<file path="src/verilog/wdt_pkg.sv">
package wdt_pkg;

    // Register byte addresses on the bus.
    localparam logic [31:0] ADDR_CTRL = 32'h0000_0000;
    localparam logic [31:0] ADDR_CAUSE = 32'h0000_0004;

    // Field positions of the control and status register.
    localparam int unsigned BIT_FLAG = 7;
    localparam int unsigned BIT_IE = 6;
    localparam int unsigned BIT_SEL3 = 5;
    localparam int unsigned BIT_UNLOCK = 4;
    localparam int unsigned BIT_RE = 3;
    localparam int unsigned BIT_SEL2 = 2;
    localparam int unsigned BIT_SEL0 = 0;

    // Field position of the watchdog flag in the reset cause register.
    localparam int unsigned BIT_CAUSE = 3;

    // Reset values.
    localparam logic [3:0] SEL_RESET = 4'h0;
    localparam logic [7:0] RDATA_RESET = 8'h00;

    // Timing: the unlock window in system clocks, and the time-out table.
    localparam logic [2:0] UNLOCK_CYCLES = 3'h4;
    localparam int unsigned CNT_W = 20;
    localparam logic [CNT_W-1:0] BASE_CYCLES = 20'h00800;
    localparam logic [3:0] SEL_MAX = 4'h9;

    // AHB transfer type bit that marks an active transfer.
    localparam int unsigned HTRANS_ACTIVE = 1;

    typedef enum logic [1:0]
    {
        BUS_ADDR = 2'b01,
        BUS_WDATA = 2'b10
    } wdt_bus_e;

    typedef struct packed
    {
        wdt_bus_e bus;
        logic wr_ctrl;
        logic wr_cause;
        logic [7:0] rdata;
        logic flag;
        logic ie;
        logic re;
        logic [3:0] sel;
        logic unlock;
        logic [2:0] ucnt;
        logic cause;
        logic [CNT_W-1:0] cnt;
        logic rst_pulse;
    } wdt_state_s;

    typedef struct packed
    {
        logic sync1;
        logic sync2;
        logic last;
    } wdt_edge_s;

endpackage

</file>
<file path="src/verilog/wdt_osc_edge.sv">
`timescale 1ns/1ps
module wdt_osc_edge
(
    // Clock and reset.
    input wire logic hclk,
    input wire logic hresetn,
    // Oscillator level and its rising edge.
    input wire logic osc_level,
    output logic osc_rise
);

    wdt_pkg::wdt_edge_s st_q;
    wdt_pkg::wdt_edge_s st_d;

    always_comb
    begin
        st_d = st_q;
        st_d.sync1 = osc_level;
        st_d.sync2 = st_q.sync1;
        st_d.last = st_q.sync2;
    end

    always_ff @(posedge hclk or negedge hresetn)
    begin
        if (!hresetn)
        begin
            st_q <= '0;
        end
        else
        begin
            st_q <= st_d;
        end
    end

    // One pulse per oscillator period, taken after the two-flop synchroniser.
    assign osc_rise = st_q.sync2 & ~st_q.last;

endmodule

</file>
<file path="src/verilog/wdt_timer.sv">
`timescale 1ns/1ps
module wdt_timer
(
    // Clock and reset.
    input wire logic hclk,
    input wire logic hresetn,
    // AHB-Lite slave.
    input wire logic hsel,
    input wire logic [31:0] haddr,
    input wire logic [1:0] htrans,
    input wire logic hwrite,
    input wire logic [2:0] hsize,
    input wire logic [31:0] hwdata,
    input wire logic hready,
    output logic [31:0] hrdata,
    output logic hreadyout,
    output logic hresp,
    // Watchdog oscillator.
    input wire logic osc_level,
    // Core and fuse.
    input wire logic always_on_fuse,
    input wire logic core_irq_global_en,
    input wire logic irq_ack,
    input wire logic wdt_restart,
    // Interrupt and reset outputs.
    output logic irq_req,
    output logic sys_reset_pulse
);

    ////////////////////////////////////////////////////////////////////////////////////

    wdt_pkg::wdt_state_s st_q;
    wdt_pkg::wdt_state_s st_d;
    logic osc_rise;
    logic re_eff;
    logic ie_eff;
    logic running;
    logic expire;
    logic [wdt_pkg::CNT_W-1:0] lim;
    logic [7:0] ctrl_view;
    logic addr_take;
    logic [7:0] w;

    // Last count of the period for a select code; reserved codes act as the longest.
    function automatic logic [wdt_pkg::CNT_W-1:0] period_last(input logic [3:0] sel);
        logic [3:0] s;
        s = (sel > wdt_pkg::SEL_MAX) ? wdt_pkg::SEL_MAX : sel;
        return (wdt_pkg::BASE_CYCLES << s) - 20'h00001;
    endfunction

    // Builds the control register view from the stored flag, sel and unlock and the fuse-adjusted ie and re.
    function automatic logic [7:0] ctrl_pack(input logic flag, input logic ie,
                                             input logic [3:0] sel, input logic unl,
                                             input logic re);
        logic [7:0] v;
        v = 8'h00;
        v[wdt_pkg::BIT_FLAG] = flag;
        v[wdt_pkg::BIT_IE] = ie;
        v[wdt_pkg::BIT_SEL3] = sel[3];
        v[wdt_pkg::BIT_UNLOCK] = unl;
        v[wdt_pkg::BIT_RE] = re;
        v[wdt_pkg::BIT_SEL2:wdt_pkg::BIT_SEL0] = sel[2:0];
        return v;
    endfunction

    wdt_osc_edge u_osc_edge
    (
        .hclk(hclk),
        .hresetn(hresetn),
        .osc_level(osc_level),
        .osc_rise(osc_rise)
    );

    ////////////////////////////////////////////////////////////////////////////////////

    // The fuse forces reset mode; the cause flag already holds re set.
    assign re_eff = st_q.re | always_on_fuse;
    assign ie_eff = st_q.ie & ~always_on_fuse;
    assign running = re_eff | ie_eff;
    assign lim = period_last(st_q.sel);
    assign expire = running & osc_rise & ~wdt_restart & (st_q.cnt == lim);
    assign ctrl_view = ctrl_pack(st_q.flag, ie_eff, st_q.sel, st_q.unlock, re_eff);
    assign addr_take = hsel & hready & htrans[wdt_pkg::HTRANS_ACTIVE];
    assign w = hwdata[7:0];

    always_comb
    begin
        st_d = st_q;
        st_d.rst_pulse = 1'b0;

        // Bus address phase: read data is prepared, writes are held for the data phase.
        st_d.bus = wdt_pkg::BUS_ADDR;
        st_d.wr_ctrl = 1'b0;
        st_d.wr_cause = 1'b0;
        if (addr_take)
        begin
            st_d.rdata = wdt_pkg::RDATA_RESET;
            if (hwrite)
            begin
                st_d.bus = wdt_pkg::BUS_WDATA;
                st_d.wr_ctrl = (haddr == wdt_pkg::ADDR_CTRL);
                st_d.wr_cause = (haddr == wdt_pkg::ADDR_CAUSE);
            end
            else if (haddr == wdt_pkg::ADDR_CTRL)
            begin
                st_d.rdata = ctrl_view;
            end
            else if (haddr == wdt_pkg::ADDR_CAUSE)
            begin
                st_d.rdata[wdt_pkg::BIT_CAUSE] = st_q.cause;
            end
            else
            begin
                st_d.rdata = wdt_pkg::RDATA_RESET;
            end
        end

        // Unlock window countdown.
        if (st_q.unlock)
        begin
            st_d.ucnt = st_q.ucnt - 3'h1;
            if (st_q.ucnt == 3'h1)
            begin
                st_d.unlock = 1'b0;
            end
        end

        // Data phase writes.
        case (st_q.bus)
            wdt_pkg::BUS_WDATA:
            begin
                if (st_q.wr_ctrl)
                begin
                    if (w[wdt_pkg::BIT_FLAG])
                    begin
                        st_d.flag = 1'b0;
                    end
                    st_d.ie = w[wdt_pkg::BIT_IE];
                    if (w[wdt_pkg::BIT_UNLOCK] && w[wdt_pkg::BIT_RE])
                    begin
                        st_d.unlock = 1'b1;
                        st_d.ucnt = wdt_pkg::UNLOCK_CYCLES;
                        st_d.re = 1'b1;
                    end
                    else
                    begin
                        st_d.unlock = 1'b0;
                        if (w[wdt_pkg::BIT_RE])
                        begin
                            st_d.re = 1'b1;
                        end
                        else if (st_q.unlock && !st_q.cause)
                        begin
                            st_d.re = 1'b0;
                        end
                        if (st_q.unlock)
                        begin
                            st_d.sel = {w[wdt_pkg::BIT_SEL3],
                                        w[wdt_pkg::BIT_SEL2:wdt_pkg::BIT_SEL0]};
                        end
                    end
                end
                if (st_q.wr_cause && !w[wdt_pkg::BIT_CAUSE])
                begin
                    st_d.cause = 1'b0;
                end
            end
            wdt_pkg::BUS_ADDR:
            begin
                st_d.bus = st_d.bus;
            end
            default:
            begin
                st_d.bus = wdt_pkg::BUS_ADDR;
            end
        endcase

        // Vector execution clears the flag, and in combined mode the enable too.
        if (irq_ack)
        begin
            st_d.flag = 1'b0;
            if (re_eff)
            begin
                st_d.ie = 1'b0;
            end
        end

        // Counter on synchronised oscillator edges.
        if (!running || wdt_restart)
        begin
            st_d.cnt = '0;
        end
        else if (osc_rise)
        begin
            st_d.cnt = expire ? '0 : st_q.cnt + 20'h00001;
        end

        // Time-out action; a set here wins over any clear above.
        if (expire)
        begin
            if (re_eff && (!ie_eff || (st_q.flag && !irq_ack)))
            begin
                st_d.rst_pulse = 1'b1;
                st_d.cause = 1'b1;
                if (ie_eff)
                begin
                    st_d.flag = 1'b1;
                end
            end
            else if (ie_eff)
            begin
                st_d.flag = 1'b1;
            end
        end

        // The cause flag keeps reset enable set; the fuse blocks interrupt enable.
        if (st_d.cause)
        begin
            st_d.re = 1'b1;
        end
        if (always_on_fuse)
        begin
            st_d.ie = 1'b0;
        end
    end

    always_ff @(posedge hclk or negedge hresetn)
    begin
        if (!hresetn)
        begin
            st_q.bus <= wdt_pkg::BUS_ADDR;
            st_q.wr_ctrl <= 1'b0;
            st_q.wr_cause <= 1'b0;
            st_q.rdata <= wdt_pkg::RDATA_RESET;
            st_q.flag <= 1'b0;
            st_q.ie <= 1'b0;
            st_q.re <= 1'b0;
            st_q.sel <= wdt_pkg::SEL_RESET;
            st_q.unlock <= 1'b0;
            st_q.ucnt <= 3'h0;
            st_q.cause <= 1'b0;
            st_q.cnt <= '0;
            st_q.rst_pulse <= 1'b0;
        end
        else
        begin
            st_q <= st_d;
        end
    end

    ////////////////////////////////////////////////////////////////////////////////////

    assign hrdata = {24'h00_0000, st_q.rdata};
    assign hreadyout = 1'b1;
    assign hresp = 1'b0;
    assign irq_req = st_q.flag & ie_eff & core_irq_global_en;
    assign sys_reset_pulse = st_q.rst_pulse;
endmodule

</file>
<file path="config.mk">
export PLATFORM = sky130hd
export DESIGN_NAME = wdt_timer
export DESIGN_NICKNAME = d
export VERILOG_FILES = /design/src/verilog/wdt_pkg.sv /design/src/verilog/wdt_osc_edge.sv /design/src/verilog/wdt_timer.sv
export SDC_FILE = /design/constraint.sdc
export NUM_CORES = 1
export LEC_CHECK = 0
export BUFFER_PORTS_ARGS = -buffer_cell sky130_fd_sc_hd__buf_4
export CORE_MARGIN = 2
export CORE_UTILIZATION = 25
export CTS_CLUSTER_DIAMETER = 50
export DETAILED_ROUTE_END_ITERATION = 10
export PLACE_DENSITY = 0.53
export RECOVER_POWER = 50
export REMOVE_ABC_BUFFERS = 1
export SETUP_SLACK_MARGIN = 0.15
export SYNTH_ARGS = -nofsm -noshare
export SYNTH_HDL_FRONTEND = slang
export SYNTH_SLANG_ARGS = --single-unit
</file>
<file path="constraint.sdc">
create_clock -name hclk -period 3.2 [get_ports hclk]
set_input_delay 0.8 -clock hclk [delete_from_list [all_inputs] [get_ports hclk]]
set_output_delay 0.8 -clock hclk [all_outputs]
set_load 0.02 [all_outputs]
</file>
==> impl_results.md <==
- Most frequently used cell type in the post-synthesis netlist: sky130_fd_sc_hd__dfrtp_1
- Slowest library cell on the worst path: sky130_fd_sc_hd__or4_4
- Shortest clock period the worst path allows after layout: 2.921 ns
- Number of buffer cells added on primary ports: 60
- Worst vdd rail ir drop: 0.2143 mV
- Starting utilization of the core area: 25.53%
- Leak Pwr: 1.635 nW
- Clock tree root buffer cell: sky130_fd_sc_hd__clkbuf_16
- Reg-to-reg critical path startpoint: ctrl_view[5]
- Worst min-delay path category: register to register
- Final-report max-slew violation count: 0
- Number of primary I/O pins: 115
- Clock transition at path regs: 0.06 ns
- Top cell family by delay on the critical path: buffers and inverters
- Leading post-synthesis cells by instance count: 47 x sky130_fd_sc_hd__dfrtp_1, 40 x sky130_fd_sc_hd__nand2_1, 35 x sky130_fd_sc_hd__buf_4, 18 x sky130_fd_sc_hd__nand4_1, 14 x sky130_fd_sc_hd__nand3_1
- CP Max Fanout: 4
- Floorplan die area: 0.01249 mm2
- Setup Total Neg Slack: 0 ns
- Number of enable-type register cells in the synthesized netlist: 0
- Kind of capture point of the worst setup path: register
- Final routed wire length divided by cell count: 13.29 um
- Library cell with the largest summed area after synthesis: sky130_fd_sc_hd__dfrtp_1
- Post-synthesis sequential area ratio: 41.42%
- Final clock period utilization by the worst path: 91.28%
- Worst R2R End: sys_reset_pulse
- Count of antenna-violating nets left after detailed routing: 0
- Antenna violations before repair: 0
- Synth Flop Type: sky130_fd_sc_hd__dfrtp_1
- Count of cells along the worst register-to-register path: 14
- Final net count: 467
- Vias in the first global route: 2554
- Number of buffers inserted during clock tree synthesis: 5
- Total Routed Length: 7002 um
- Endpoint with the worst hold slack: u_osc_edge.st_d[0]
- Least-Margin Pin Slew: 1.206 ns
- Initial DRT Pass Iterations: 5
- Area growth syn-to-layout: 27.67%
- Overall Global Routing Usage: 11.77%
- Clock insertion delay at the later pin of the skew report: 0.29 ns
- Outcome: finished, final reports clean
- F_max: 0.3424 GHz
- Synth warn: 0
- Die span in x: 111.8 um
- Instance count of the mapped netlist: 317
- Asr flop ratio synth: 100.0%
- Hold-critical path depth: 0
- Number of library cell types mapped by synthesis: 48
- Share of layout cells above drive strength 1: 29.43%
- HPWL reported at the end of detailed placement: 4996 um
- Vias post-DR: 2510
- # Max-Cap Violations: 0
- Number of buffers added to fix hold violations after cts: 0
- Tightest slew margin relative to the limit: 19.58%
- Syn Std Cell Area: 0.002903 mm2
- Count of clock tree sinks: 48
- CP peak stage delay: 0.58 ns
- Final weighted congestion of routability-driven global placement: 0.7447
- Number of synthesized register bits: 48
- # fillers: 1152
- Post-route clock skew: 0.006056 ns
- Minimum setup slack after placement: -0.08832 ns
- Ratio of total power to cell area: 364.4 mW/mm2
- Post-route worst setup slack: 0.2791 ns
- Mean Syn Cell Area: 9.157 um2
- Chip height: 111.8 um
- Detailed router's first-iteration violation count: 142
- Hold Worst Slack: 0.3470 ns
- Antenna diodes: 0
- CTS tree: done
- Pin count of the biggest net entering global routing: 49
- Global-route wire length before repair: 12210 um
- Required time worst endpoint: 3.41 ns
- Source of the worst hold timing path: u_osc_edge.st_d[1]
- Max Buffers Root-to-Sink: 2
- Fraction of post-synthesis cell area in the top cell type by area: 40.52%
- Element type at the critical path start: register
- Endpoint arrival time on the critical path: 3.13 ns
- Combined buffer and inverter count along the critical path: 7
- Placeable core region: 0.01137 mm2
- Setup repair after global routing missed its margin: no
- Number of levels in the clock H-tree: 2
- Final hold violations: 0
- Setup-violating endpoint count in the final report: 0
- Routed via count divided by cell count: 4.763
- Critical Path Most Common Cell: sky130_fd_sc_hd__buf_4
- Synth area leaders: sky130_fd_sc_hd__dfrtp_1 41%, sky130_fd_sc_hd__buf_4 9.1%, sky130_fd_sc_hd__nand2_1 5.2%
- Count of standard-cell rows: 39
- Global route total overflow: 0
- Setup Crit Path Kind: register to register
- Setup slack on the worst flop-to-flop path: 0.28 ns
- DRC viols: 0
- CP cell instances: or4_4 > ha_4 > buf_4 > xor2_2 > xnor2_2 > buf_4 > buf_4 > buf_4 > buf_4 > buf_4 > buf_4 > o2111ai_1 > a2111o_1 > nor3_2
-- worst max-delay path by stage --
| stage | startpoint | to | slack (ns) | cells after the start |
|---|---|---|---|---|
| after floorplan | ctrl_view[5] | st_q[11] | 0.05 | 8 |
| after global placement | ctrl_view[5] | st_q[13] | -0.03 | 10 |
| after detailed placement | ctrl_view[5] | st_q[12] | -0.09 | 9 |
| after CTS | ctrl_view[5] | st_q[2] | 0.16 | 9 |
| after global routing | ctrl_view[5] | sys_reset_pulse | 0.13 | 14 |
| final | ctrl_view[5] | sys_reset_pulse | 0.28 | 14 |
-- cell type report --
type,count,area [um2],share of cell area (%)
tap,143,178.9,4.828
timing repair buffer,84,628.1,16.95
sequential,48,1202,32.44
inverter,9,33.78,0.9115
clock buffer,8,146.4,3.950
multi-input combinational,235,1516,40.92
-- flip-flops by register name, summed over array words and instances, names as in the netlist --
signal / count
sys_reset_pulse: 1
u_osc_edge.st_q: 1
hrdata: 8
st_q: 30
ctrl_view: 6
u_osc_edge.st_d: 2
-- power breakdown --
part           internal (mW)  switching, mW
combinational         0.0952          0.104
clock                  0.312          0.218
sequential             0.614        0.00660
total                   1.02          0.329
-- layer usage --
layer	track usage (%)	vias to the layer above	share of wire, %
met4	3.539	0	1.1
met5	0	-	0
li1	-	1231	-
met3	3.430	8	6.1
met1	14.64	1209	44
met2	19.80	62	48
-- worst reg2reg max path: stages, from the launching register on --
cell and delay (ns):
sky130_fd_sc_hd__dfrtp_1 0.42, sky130_fd_sc_hd__or4_4 0.58, sky130_fd_sc_hd__ha_4 0.19, sky130_fd_sc_hd__buf_4 0.14
sky130_fd_sc_hd__xor2_2 0.15, sky130_fd_sc_hd__xnor2_2 0.23, sky130_fd_sc_hd__buf_4 0.15, sky130_fd_sc_hd__buf_4 0.09
sky130_fd_sc_hd__buf_4 0.09, sky130_fd_sc_hd__buf_4 0.09, sky130_fd_sc_hd__buf_4 0.09, sky130_fd_sc_hd__buf_4 0.09
sky130_fd_sc_hd__o2111ai_1 0.11, sky130_fd_sc_hd__a2111o_1 0.34, sky130_fd_sc_hd__nor3_2 0.10
-- stage by stage --
step	cell area (um2)	power (mW)	utilization (%)	instances
finish	3706	1.350	32.60	527
global route	3706	1.405	32.60	527
CTS	3662	1.354	32.21	525
detailed placement	3416	0.7985	30.04	510
global placement	3416	0.7961	30.04	510
floorplan	2661	0.7066	-	291
-- logic make-up (layout without fill, tap and decap cells) --
family	after synthesis	count (layout)	synth area share, %
muxes	6	6	2.241
DFF	48	48	41.42
xor gates and xnor gates	5	5	1.509
buffers and inverters	59	101	12.59
other	2	26	0.2587
adders and majority gates	5	5	2.155
and+or+nand+nor	134	134	24.14
AOI/OAI and AO/OA	58	59	15.69
-- cell usage in the layout, fill, tap and decap left out, types with 4 or more instances in the layout --
| cell type | n |
|---|---|
| sky130_fd_sc_hd__dfrtp_1 | 47 |
| sky130_fd_sc_hd__a21oi_1 | 5 |
| sky130_fd_sc_hd__nor4_1 | 9 |
| sky130_fd_sc_hd__buf_4 | 82 |
| sky130_fd_sc_hd__o311ai_1 | 8 |
| sky130_fd_sc_hd__nand2_1 | 39 |
| sky130_fd_sc_hd__ha_1 | 4 |
| sky130_fd_sc_hd__inv_1 | 9 |
| sky130_fd_sc_hd__o21ai_0 | 11 |
| sky130_fd_sc_hd__mux2_2 | 4 |
| sky130_fd_sc_hd__nor2b_1 | 4 |
| sky130_fd_sc_hd__nor3_1 | 6 |
| sky130_fd_sc_hd__and2_1 | 6 |
| sky130_fd_sc_hd__nand3_1 | 14 |
| sky130_fd_sc_hd__conb_1 | 26 |
| sky130_fd_sc_hd__nor2_1 | 10 |
| sky130_fd_sc_hd__a31oi_1 | 4 |
| sky130_fd_sc_hd__or3_1 | 4 |
| sky130_fd_sc_hd__clkbuf_16 | 5 |
| sky130_fd_sc_hd__a22o_1 | 10 |
| sky130_fd_sc_hd__nand4_1 | 18 |
| sky130_fd_sc_hd__and3_1 | 4 |
-- timing repair --
action | CTS | global route
resized for setup | 8 | 5
endpoints found under the setup margin | 17 | 20
pin swaps | 3 | 3
gates cloned | 1 | 0
buffers inserted | 6 | 2
Power figures use the tool's default switching activity.
